File: src/rtl/oag_regs.svh
// Constants for the operand address generator: bit positions, reset values, counts
`ifndef OAG_REGS_SVH
`define OAG_REGS_SVH
// Oscillator cycles per bus-rate cycle, two or more
`define OAG_CLK_DIV 2
// Condition flag bit positions
`define OAG_FLAG_V 7
`define OAG_FLAG_H 4
`define OAG_FLAG_I 3
`define OAG_FLAG_N 2
`define OAG_FLAG_Z 1
`define OAG_FLAG_C 0
// Reset values
`define OAG_RST_ACC 8'h00
`define OAG_RST_IDX 16'h0000
`define OAG_RST_SP 16'h00ff
`define OAG_RST_PC 16'h0000
`define OAG_RST_FLAGS 8'h08
// Direct page high byte
`define OAG_DIRECT_HI 8'h00
// Interrupt source numbers
`define OAG_SRC_TRAP 7'h00
`define OAG_SRC_EXT 7'h01
// Decimal adjust thresholds and corrections
`define OAG_BCD_LO_MAX 4'h9
`define OAG_BCD_HI_MAX 8'h99
`define OAG_BCD_LO_FIX 8'h06
`define OAG_BCD_HI_FIX 8'h60
`endif

File: src/rtl/oag_pkg.sv
// Types shared by the operand address generator and its bench
package oag_pkg;
   typedef enum logic [3:0] {
      OAG_IMM = 4'h0, OAG_DIR = 4'h1, OAG_EXT = 4'h2, OAG_IX0 = 4'h3,
      OAG_IX1 = 4'h4, OAG_IX2 = 4'h5, OAG_IXP0 = 4'h6, OAG_IXP1 = 4'h7,
      OAG_INH = 4'h8, OAG_MM = 4'h9
   } oag_mode_t;
   // Memory-to-memory variants: source -> destination
   typedef enum logic [1:0] {
      OAG_MM_IMM_DIR = 2'h0, OAG_MM_DIR_DIR = 2'h1,
      OAG_MM_IXP_DIR = 2'h2, OAG_MM_DIR_IXP = 2'h3
   } oag_mm_t;
   typedef enum logic [2:0] {
      OAG_SEL_ACC = 3'h0, OAG_SEL_IDXH = 3'h1, OAG_SEL_IDXL = 3'h2,
      OAG_SEL_IDX = 3'h3, OAG_SEL_SP = 3'h4, OAG_SEL_PC = 3'h5
   } oag_sel_t;
   typedef struct packed {
      oag_mode_t mode;
      logic wide;
      logic store;
      oag_mm_t mm;
   } oag_cmd_t;
   typedef struct packed {
      logic en;
      oag_sel_t sel;
      logic [15:0] data;
   } oag_regwr_t;
   typedef struct packed {
      logic [15:0] addr;
      logic [7:0] wdata;
      logic rd;
      logic wr;
   } oag_mem_t;
endpackage : oag_pkg

File: src/rtl/oag_core.sv
// Operand fetch, effective address generation and register set of an 8-bit core
//
// Summary of operation
// - Memory accesses advance once per bus-rate cycle, the clock divided by two or more.
// - Holds accumulator, index pair, stack pointer, program counter and condition flags.
// - Index pair halves are written separately; pair serves as base and storage.
// - Direct mode: one program byte is the low address, high byte zero.
// - Extended mode: first byte after opcode is high address, second is low.
// - Immediate mode fetches one or two operand bytes by destination width.
// - Indexed mode address is index pair plus zero, one or two offset bytes.
// - Post-increment mode adds zero or one offset byte, then increments index.
// - Inherent mode takes no operand bytes and finishes at once.
// - Memory-to-memory moves bypass the accumulator entirely.
// - Four move variants: immediate, direct or indexed source.
// - Mask flag set blocks maskable requests; clear lets pending ones through.
// - Half-carry records low-nibble carry; decimal adjust uses it with carry.
// - Interrupt source number spans 128 values, the software trap among them.
// - External request pin is active low.
// - Writes drive address, data and the write strobe together, one byte each.
// - Reads drive address and read strobe; memory returns its byte.
`timescale 1ns/1ps
`include "oag_regs.svh"
module oag_core (
   input wire logic mclk_i,
   input wire logic srst_i,
   input wire logic cmd_valid_i,
   input wire oag_pkg::oag_cmd_t cmd_i,
   output logic cmd_ready_o,
   output logic done_o,
   output logic [15:0] operand_o,
   output logic [15:0] ea_o,
   output oag_pkg::oag_mem_t mem_o,
   input wire logic [7:0] rdata_i,
   input wire oag_pkg::oag_regwr_t regwr_i,
   input wire logic add_en_i,
   input wire logic [7:0] add_data_i,
   input wire logic add_carry_i,
   input wire logic daa_en_i,
   input wire logic mask_set_i,
   input wire logic mask_clr_i,
   input wire logic irq_n_i,
   input wire logic periph_req_i,
   input wire logic [6:0] periph_src_i,
   input wire logic software_trap_i,
   input wire logic irq_ack_i,
   output logic irq_req_o,
   output logic [6:0] irq_src_o,
   output logic [7:0] acc_o,
   output logic [15:0] index_o,
   output logic [15:0] stack_pointer_o,
   output logic [15:0] program_counter_o,
   output logic [7:0] condition_flags_o
);
   import oag_pkg::*;

   typedef enum logic [2:0] {
      S_IDLE = 3'b000, S_FETCH = 3'b001, S_EA = 3'b010,
      S_DATA = 3'b011, S_SRC = 3'b100, S_DST = 3'b101
   } oag_state_t;

   // Operand bytes that follow the opcode for each mode
   function automatic logic [1:0] oag_nbytes(input oag_cmd_t c);
      logic [1:0] n;
      n = 2'd0;
      unique case (c.mode)
         OAG_IMM: n = c.wide ? 2'd2 : 2'd1;
         OAG_DIR, OAG_IX1, OAG_IXP1: n = 2'd1;
         OAG_EXT, OAG_IX2: n = 2'd2;
         OAG_IX0, OAG_IXP0, OAG_INH: n = 2'd0;
         OAG_MM: n = (c.mm == OAG_MM_IMM_DIR || c.mm == OAG_MM_DIR_DIR) ? 2'd2 : 2'd1;
         default: n = 2'd0;
      endcase
      return n;
   endfunction : oag_nbytes

   logic [7:0] acc;
   logic [15:0] idx;
   logic [15:0] stack_pointer_reg;
   logic [15:0] program_counter_reg;
   logic [7:0] condition_flags_reg;
   oag_state_t state;
   oag_cmd_t cmd;
   logic [1:0] nbytes;
   logic [1:0] got;
   logic [7:0] b0;
   logic [7:0] b1;
   logic [7:0] mm_data;
   logic [15:0] dst;
   logic xfer;
   logic pc_inc;
   logic idx_inc;
   logic [15:0] access_addr;
   logic [15:0] next_ea;
   logic [$clog2(`OAG_CLK_DIV)-1:0] div_cnt;
   logic bus_en;
   logic irq_meta;
   logic irq_sync_n;
   logic trap_pend;

   // Bus-rate enable: one pulse every divider period
   always_ff @(posedge mclk_i) begin
      if (srst_i || div_cnt == ($clog2(`OAG_CLK_DIV))'(`OAG_CLK_DIV - 1)) begin
         div_cnt <= '0;
      end else begin
         div_cnt <= div_cnt + 1'b1;
      end
   end
   assign bus_en = (div_cnt == ($clog2(`OAG_CLK_DIV))'(`OAG_CLK_DIV - 1));

   // Effective address from mode, fetched bytes and index pair; carries drop off
   always_comb begin
      next_ea = 16'h0000;
      unique case (cmd.mode)
         OAG_DIR: next_ea = {`OAG_DIRECT_HI, b0};
         OAG_EXT: next_ea = {b0, b1};
         OAG_IX0, OAG_IXP0: next_ea = idx;
         OAG_IX1, OAG_IXP1: next_ea = 16'(idx + {8'h00, b0});
         OAG_IX2: next_ea = 16'(idx + {b0, b1});
         OAG_MM: next_ea = (cmd.mm == OAG_MM_IXP_DIR) ? idx : {`OAG_DIRECT_HI, b0};
         default: next_ea = 16'h0000;
      endcase
   end

   // Address driven during the current access
   always_comb begin
      unique case (state)
         S_FETCH: access_addr = program_counter_reg;
         S_DST: access_addr = dst;
         default: access_addr = ea_o;
      endcase
   end

   assign cmd_ready_o = (state == S_IDLE);

   // Access sequencer: each access holds its strobe for one whole bus cycle
   always_ff @(posedge mclk_i) begin
      if (srst_i) begin
         state <= S_IDLE;
         cmd <= '0;
         nbytes <= 2'd0;
         got <= 2'd0;
         b0 <= 8'h00;
         b1 <= 8'h00;
         mm_data <= 8'h00;
         dst <= 16'h0000;
         xfer <= 1'b0;
         mem_o <= '0;
         pc_inc <= 1'b0;
         idx_inc <= 1'b0;
         done_o <= 1'b0;
         operand_o <= 16'h0000;
         ea_o <= 16'h0000;
      end else begin
         done_o <= 1'b0;
         pc_inc <= 1'b0;
         idx_inc <= 1'b0;
         unique case (state)
            S_IDLE: begin
               if (cmd_valid_i) begin
                  cmd <= cmd_i;
                  nbytes <= oag_nbytes(cmd_i);
                  got <= 2'd0;
                  state <= (oag_nbytes(cmd_i) == 2'd0) ? S_EA : S_FETCH;
               end
            end
            S_EA: begin
               ea_o <= next_ea;
               if (cmd.mode == OAG_IMM) begin
                  operand_o <= cmd.wide ? {b0, b1} : {8'h00, b0};
                  done_o <= 1'b1;
                  state <= S_IDLE;
               end else if (cmd.mode == OAG_INH) begin
                  done_o <= 1'b1;
                  state <= S_IDLE;
               end else if (cmd.mode == OAG_MM) begin
                  // Destination is direct page except for the indexed-store variant
                  if (cmd.mm == OAG_MM_DIR_IXP) begin
                     dst <= idx;
                  end else if (cmd.mm == OAG_MM_IXP_DIR) begin
                     dst <= {`OAG_DIRECT_HI, b0};
                  end else begin
                     dst <= {`OAG_DIRECT_HI, b1};
                  end
                  mm_data <= b0;
                  state <= (cmd.mm == OAG_MM_IMM_DIR) ? S_DST : S_SRC;
               end else begin
                  state <= S_DATA;
               end
            end
            default: begin
               if (bus_en && !xfer) begin
                  // Address and data settle with the strobe for a full bus cycle
                  xfer <= 1'b1;
                  mem_o.addr <= access_addr;
                  mem_o.wdata <= (state == S_DST) ? mm_data : acc;
                  mem_o.wr <= (state == S_DST) || (state == S_DATA && cmd.store);
                  mem_o.rd <= !((state == S_DST) || (state == S_DATA && cmd.store));
               end else if (bus_en) begin
                  xfer <= 1'b0;
                  mem_o.rd <= 1'b0;
                  mem_o.wr <= 1'b0;
                  unique case (state)
                     S_FETCH: begin
                        if (got == 2'd0) begin
                           b0 <= rdata_i;
                        end else begin
                           b1 <= rdata_i;
                        end
                        pc_inc <= 1'b1;
                        got <= got + 2'd1;
                        if (got + 2'd1 == nbytes) begin
                           state <= S_EA;
                        end
                     end
                     S_DATA: begin
                        if (!cmd.store) begin
                           operand_o <= {8'h00, rdata_i};
                        end
                        idx_inc <= (cmd.mode == OAG_IXP0 || cmd.mode == OAG_IXP1);
                        done_o <= 1'b1;
                        state <= S_IDLE;
                     end
                     S_SRC: begin
                        mm_data <= rdata_i;
                        idx_inc <= (cmd.mm == OAG_MM_IXP_DIR);
                        state <= S_DST;
                     end
                     default: begin
                        idx_inc <= (cmd.mm == OAG_MM_DIR_IXP);
                        done_o <= 1'b1;
                        state <= S_IDLE;
                     end
                  endcase
               end
            end
         endcase
      end
   end

   // Index pair: sequencer increment takes precedence over a port write
   always_ff @(posedge mclk_i) begin
      if (srst_i) begin
         idx <= `OAG_RST_IDX;
      end else if (idx_inc) begin
         idx <= 16'(idx + 16'h0001);
      end else if (regwr_i.en) begin
         unique case (regwr_i.sel)
            OAG_SEL_IDXH: idx[15:8] <= regwr_i.data[7:0];
            OAG_SEL_IDXL: idx[7:0] <= regwr_i.data[7:0];
            OAG_SEL_IDX: idx <= regwr_i.data;
            default: idx <= idx;
         endcase
      end
   end

   // Program counter and stack pointer
   always_ff @(posedge mclk_i) begin
      if (srst_i) begin
         program_counter_reg <= `OAG_RST_PC;
         stack_pointer_reg <= `OAG_RST_SP;
      end else begin
         if (pc_inc) begin
            program_counter_reg <= 16'(program_counter_reg + 16'h0001);
         end else if (regwr_i.en && regwr_i.sel == OAG_SEL_PC) begin
            program_counter_reg <= regwr_i.data;
         end
         if (regwr_i.en && regwr_i.sel == OAG_SEL_SP) begin
            stack_pointer_reg <= regwr_i.data;
         end
      end
   end

   // Accumulator and arithmetic flags; decimal adjust wins over add if both pulse
   logic [8:0] add_sum;
   logic [4:0] add_lo;
   logic [7:0] daa_fix;
   logic [8:0] daa_sum;
   logic daa_carry;
   always_comb begin
      add_sum = {1'b0, acc} + {1'b0, add_data_i} + {8'h00, add_carry_i};
      add_lo = {1'b0, acc[3:0]} + {1'b0, add_data_i[3:0]} + {4'h0, add_carry_i};
      daa_carry = condition_flags_reg[`OAG_FLAG_C] || (acc > `OAG_BCD_HI_MAX);
      daa_fix = 8'h00;
      if (condition_flags_reg[`OAG_FLAG_H] || acc[3:0] > `OAG_BCD_LO_MAX) begin
         daa_fix = daa_fix | `OAG_BCD_LO_FIX;
      end
      if (daa_carry) begin
         daa_fix = daa_fix | `OAG_BCD_HI_FIX;
      end
      daa_sum = {1'b0, acc} + {1'b0, daa_fix};
   end

   always_ff @(posedge mclk_i) begin
      if (srst_i) begin
         acc <= `OAG_RST_ACC;
         condition_flags_reg <= `OAG_RST_FLAGS;
      end else begin
         if (daa_en_i) begin
            acc <= daa_sum[7:0]; // decimal_adjust_op
            condition_flags_reg[`OAG_FLAG_C] <= daa_carry;
            condition_flags_reg[`OAG_FLAG_N] <= daa_sum[7];
            condition_flags_reg[`OAG_FLAG_Z] <= (daa_sum[7:0] == 8'h00);
         end else if (add_en_i) begin
            acc <= add_sum[7:0];
            condition_flags_reg[`OAG_FLAG_H] <= add_lo[4];
            condition_flags_reg[`OAG_FLAG_C] <= add_sum[8];
            condition_flags_reg[`OAG_FLAG_V] <= (acc[7] == add_data_i[7]) && (add_sum[7] != acc[7]);
            condition_flags_reg[`OAG_FLAG_N] <= add_sum[7];
            condition_flags_reg[`OAG_FLAG_Z] <= (add_sum[7:0] == 8'h00);
         end else if (regwr_i.en && regwr_i.sel == OAG_SEL_ACC) begin
            acc <= regwr_i.data[7:0];
         end
         // Set takes priority so a simultaneous set and clear leaves interrupts off
         if (mask_set_i) begin
            condition_flags_reg[`OAG_FLAG_I] <= 1'b1;
         end else if (mask_clr_i) begin
            condition_flags_reg[`OAG_FLAG_I] <= 1'b0;
         end
      end
   end

   // Request pin crosses in from outside through two flops
   always_ff @(posedge mclk_i) begin
      if (srst_i) begin
         irq_meta <= 1'b1;
         irq_sync_n <= 1'b1;
      end else begin
         irq_meta <= irq_n_i;
         irq_sync_n <= irq_meta;
      end
   end

   // Software trap stays pending until acknowledged; a new trap beats the ack
   always_ff @(posedge mclk_i) begin
      if (srst_i) begin
         trap_pend <= 1'b0;
      end else if (software_trap_i) begin
         trap_pend <= 1'b1; // software_trap
      end else if (irq_ack_i) begin
         trap_pend <= 1'b0;
      end
   end

   // Trap is not maskable; pin and peripheral requests obey the mask flag
   always_ff @(posedge mclk_i) begin
      if (srst_i) begin
         irq_req_o <= 1'b0;
         irq_src_o <= 7'h00;
      end else begin
         irq_req_o <= trap_pend || (!condition_flags_reg[`OAG_FLAG_I] && (!irq_sync_n || periph_req_i));
         if (trap_pend) begin
            irq_src_o <= `OAG_SRC_TRAP;
         end else if (!irq_sync_n) begin
            irq_src_o <= `OAG_SRC_EXT;
         end else begin
            irq_src_o <= periph_src_i;
         end
      end
   end

   assign acc_o = acc;
   assign index_o = idx;
   assign stack_pointer_o = stack_pointer_reg;
   assign program_counter_o = program_counter_reg;
   assign condition_flags_o = condition_flags_reg;
endmodule : oag_core

File: config.mk
export PLATFORM = sky130hd
export DESIGN_NAME = oag_core
export DESIGN_NICKNAME = d
export VERILOG_FILES = /design/src/rtl/oag_pkg.sv /design/src/rtl/oag_core.sv
export VERILOG_INCLUDE_DIRS = /design/src /design/src/rtl
export SDC_FILE = /design/constraint.sdc
export NUM_CORES = 1
export LEC_CHECK = 0
export BUFFER_PORTS_ARGS = -buffer_cell sky130_fd_sc_hd__buf_4
export CAP_MARGIN = 15
export CORE_ASPECT_RATIO = 0.9
export CORE_MARGIN = 5
export CORE_UTILIZATION = 37
export DETAILED_ROUTE_END_ITERATION = 10
export GPL_TIMING_DRIVEN = 0
export PLACE_DENSITY = 0.66
export SLEW_MARGIN = 10
export SYNTH_ARGS = -nofsm -noshare
export SYNTH_HDL_FRONTEND = slang
export SYNTH_SLANG_ARGS = --single-unit
export TNS_END_PERCENT = 10
File: constraint.sdc
create_clock -name mclk_i -period 4.1 [get_ports mclk_i]
set_input_delay 0.82 -clock mclk_i [delete_from_list [all_inputs] [get_ports mclk_i]]
set_output_delay 0.82 -clock mclk_i [all_outputs]
set_load 0.02 [all_outputs]
After elaboration in Yosys (flattened, before gate mapping)
Index checks and enable logic that the tools add are counted.
Widths: inputs -> output; s select.
Operators by class
  div/mod/pow operators: 0
  add/subtract/negate cells: 11
  magnitude comparators: 2
  multiplexer cells: 70
  reductions and logical operators: 67
  equal/unequal tests: 41
  $mul: 0
  shift-type cells: 0
  bitwise logic cells: 10
Operator list (count)
  $mux 16: 12
  $mux 8: 12
  $pmux 16 s6: 1
  $pmux 16 s2: 2
  $add 16x1->16 const B: 2
  $pmux 8 s2: 2
  $mux 3: 10
  $eq 4x3->1 const B: 7
  $mux 2: 12
  $reduce_bool 2->1: 11
  $add 16x16->16: 1
  $add 16x8->16: 1
  $logic_not 8->1: 2
  $reduce_or 2->1: 8
  $reduce_and 5->1: 3
  $eq 3x2->1 const B: 4
  $eq 3x3->1 const B: 4
  $eq 4x2->1 const B: 3
  $eq 4x4->1 const B: 3
  $mux 1: 12
  $ne 2x2->1 const B: 6
  $pmux 3 s2: 2
  $reduce_and 2->1: 6
  $not 1->1: 10
  36 further kinds: 65
Word-level totals
  memories: 0
  output and inout port bits: 132
  bits in writable memories: 0
  bits in registers: 191
  latch bits: 0
  memory bits (read-only): 0

Logic depth before layout (Yosys ltp)
  depth after elaboration: 11
  depth in mapped cells: 13

Worst setup path after synthesis
Ideal clock, no wire load.
  kind: reg-to-reg
  start: register cmd[6] (netlist name)
  end: register ea_o[15]
  cell stages (with the launch flop): 13
  period minus slack after synthesis: 2.960 ns
  slack: 1.140 ns
  data arrival time: 2.902 ns
  setup time: 0.058 ns
  path buffers: 3
  required time: 4.042 ns
  cell sequence: dfxtp_1 buf_6 and4bb_1 buf_6 clkbuf_1 mux2_2 ha_1 a21oi_1 o211ai_1 a31oi_1 o31a_1 mux2_2 nand2_1
On the way
  word-level cells in the longest chain between the ends: 3
Ends and longest elaborated chain
  start, declared: line oag_core.sv:82  | oag_cmd_t cmd;
  start signal, assigned: line oag_core.sv:160  | cmd <= cmd_i;
  $eq 4x3->1 or $eq 4x2->1 (tied branches): line oag_core.sv:113  | unique case (cmd.mode)
  $reduce_or 2->1: line oag_core.sv:113
  $pmux 16 s6 (*): line oag_core.sv:113
  end signal, assigned: line oag_core.sv:167  | ea_o <= next_ea;
  end, declared: line oag_core.sv:31  | output logic [15:0] ea_o,
Every way passes the cells marked *; elsewhere a longest branch is shown, timed or not.
A chain may end at the register's enable or synchronous reset.

Final worst setup path
Ends and elaborated chain as after synthesis.

==> run_results.csv <==
group,metric,value,unit
logic_synthesis,synth_flop_cell,"dfxtp_1",
power_and_ir_drop,ir_drop,0.292,mV
route,drc,0,
sta,worstMarginPinSlew,874,ps
route,dr.pass1.iters,6,
cells_and_area,final_common_cell,"nand2_1",
setup_path,path_class,"flop to flop",
floorplanning,die_h,170,um
cells_and_area,layout.nets,1635,
global_routing,grt_max_degree,19,
floorplanning,die_x,188,um
logic_synthesis,synth_top_family_by_area,"simple AND/OR/NAND/NOR gates",
logic_synthesis,synth-simple-area-share,23.8,%
power_and_ir_drop,power_frac_comb,22.7,%
floorplanning,ioPinCount,195,
worst_hold_path,hold_class,"flop to flop",
power_and_ir_drop,power_frac_seq,42.3,%
sta,finalHoldViolCount,0,
place,dp_hpwl,30700,um
cells_and_area,final_cell_mix,"208 x nand2_1, 191 x buf_4, 191 x dfxtp_1",
clock_network,cts_setup_buffers,0,
clock_network,clk-insertion-delay-late,450,ps
setup_path,cp_slowest_cell,"a31oi_1",
power_and_ir_drop,p_sw_share,33.9,%
logic_synthesis,synthArstFlopShare,0,%
floorplanning,initial_core_util,37.7,%
floorplanning,core_area,28100,um^2
route,vias_per_cell,5.88,
logic_synthesis,synth.avg_cell_area,7.95,um^2
clock_network,clk_pin_slew_worst_paths,70,ps
cells_and_area,antenna_cells,0,
power_and_ir_drop,power_switching,0.00165,W
sta,slew_violations,0,
clock_network,cts_hold_buf,0,
cells_and_area,syn_to_final_growth,23.2,%
clock_network,cts_tree,"yes",
global_routing,antenna_found_initial,0,
setup_path,startpoint,"cmd[6]",
power_and_ir_drop,p_clk_share,35.0,%
power_and_ir_drop,power.static_leakage,5.08,nW
route,via_count,11200,
setup_path,cp_data_arrival_time,3970,ps
place,pre_cts_slack,634,ps
sta,final.setup.worst_slack,523,ps
setup_path,critPathCaptureType,"flop",
sta,setup_viol,0,
clock_network,cts-root-buf,"clkbuf_16",
logic_synthesis,synth.distinct_cells,87,
route,wire_per_inst,21.2,um
clock_network,htreeDepth,4,
global_routing,grt_overflow,0,
cells_and_area,drive_gt1_share,17.9,%
setup_path,crit_chain,"buf_6 > and4bb_1 > buf_6 > clkbuf_1 > mux2_2 > ha_1 > a21oi_1 > o211ai_1 > a31oi_1 > o31a_1 > mux2_2 > nand2_1",
clock_network,cts_sinks,191,
sta,tns,0,ps
floorplanning,die_area,32100,um^2
logic_synthesis,synthMuxAreaShare,6.13,%
cells_and_area,regArea,3820,um^2
cells_and_area,multi_input_area,6220,um^2
sta,finalCritPeriodShare,87.2,%
sta,maxClockFrequency,280,MHz
clock_network,cts_buffers,17,
logic_synthesis,yosys.area_share.adder,4.19,%
global_routing,grt_use_total,24.2,%
route,final_antenna_net_count,0,
logic_synthesis,synth_warnings,0,
sta,maxSlewHeadroom,41.8,%
global_routing,grt_pass1_wl,60800,um
place,place.gp.congestion,0.923,
cells_and_area,fill_cells,2781,
run,timing.max_cap.violations,0,
setup_path,reg2reg_depth,12,
place,port-buffer-count,188,
setup_path,reg2reg_from,"cmd[6]",
global_routing,grt_pass1_vias,10400,
setup_path,cp_max_fo,10,
logic_synthesis,synth_cells,1331,
logic_synthesis,syn_area,10600,um^2
setup_path,slowest_delay,440,ps
logic_synthesis,synth_compound_area_share,22.9,%
sta,rsz0062_at_grt,"no",
sta,min_period,3580,ps
floorplanning,rows,58,
logic_synthesis,synth_xor_area_share,1.74,%
logic_synthesis,synth_seq_cells,191,
route,routed_wl,40600,um
clock_network,clockBufferDepth,2,
worst_hold_path,hold_depth,1,
power_and_ir_drop,power.density,374,nW/um^2
logic_synthesis,ys_seq_area_share,36.2,%
logic_synthesis,synth-edff-count,0,
worst_hold_path,hp-start,"irq_meta",
power_and_ir_drop,internal_power,0.00322,W
sta,finClkSkew,11.8,ps
outcome,status,"finished clean",
setup_path,crit_required,4490,ps
route,drtIter0Drc,1252,
setup_path,crit_path_start_kind,"flop",
clock_network,cts_resized,0,
through the flow:
stage	hold WS, ps	power [W]	area, um^2	cells	utilization, %
after floorplan	389	0.00274	10600	1332	-
after global placement	398	0.00317	12400	1880	44.3
after detailed placement	406	0.00318	12400	1880	44.3
after CTS	425	0.00486	13000	1912	46.4
after global routing	441	0.00505	13000	1912	46.4
final	422	0.00488	13000	1912	46.4
metal layers:
metal	up-vias	wire [um]	GRT usage, %
li1	5234	-	-
met1	5338	18000	34.7
met2	592	17500	36.7
met3	80	3980	4.84
met4	0	1090	7.24
met5	-	0	0
kinds of logic after synthesis:
kind of cell | Yosys count
and+or+nand+nor | 526
AOI/OAI and AO/OA | 368
DFF | 191
buffers and inverters | 128
muxes | 63
adders and majority gates | 33
xor gates and xnor gates | 21
other | 1
power by group through the flow:
stage	Combinational [W]	Sequential (W)	Clock (W)
6_report	0.00111	0.00206	0.00171
5_1_grt	0.00119	0.00207	0.00180
4_1_cts	0.00109	0.00205	0.00172
3_5_place_dp	0.00108	0.00210	0
3_3_place_gp	0.00107	0.00210	0
2_1_floorplan	0.000603	0.00213	0
worst paths after layout:
path	end	slack [ps]
setup / recovery	ea_o[15]	520
hold / removal	irq_sync_n	420
setup reg to reg	ea_o[15]	520
hold reg to reg	irq_sync_n	420
cell type report:
cell class	instances	share of cell area, %
well taps	360	3.46
plain buffers	103	3.42
clock inverters	14	1.18
flip-flops and latches	191	29.3
inverters	25	0.720
multi-input cells	1013	47.7
repair buffers	188	10.8
clock buffers	18	3.37
worst max-delay path, delay by kind of cell (launching register included):
kind,cells,cell delay (ps)
adders and majority gates,1,340
AOI/OAI and AO/OA,4,1030
buffers and inverters,3,680
and+or+nand+nor,2,310
muxes,2,740
DFF,1,420
sequential cells by signal, summed over array words and instances (netlist names), 3 cells and up:
name,cells
dst,16
mm_data,8
state,3
operand_o,16
acc_o,8
b1,8
irq_src_o,7
index_o,16
program_counter_o,16
stack_pointer_o,16
b0,8
mem_o,26
cmd,8
condition_flags_o,6
ea_o,16
cell usage after synthesis (all sizes together) (22+ instances only):
| cell | n | area, um^2 |
|---|---|---|
| mux2i | 49 | 490 |
| nand2 | 208 | 781 |
| inv | 24 | 90.1 |
| a21oi | 152 | 768 |
| buf | 22 | 140 |
| o21ai | 40 | 200 |
| ha | 29 | 363 |
| nor2 | 109 | 414 |
| nor3 | 30 | 160 |
| clkbuf | 81 | 305 |
| a311oi | 23 | 208 |
| dfxtp | 191 | 3820 |
| nand3 | 52 | 265 |
| o211ai | 29 | 218 |
Power figures use the tool's default switching activity.
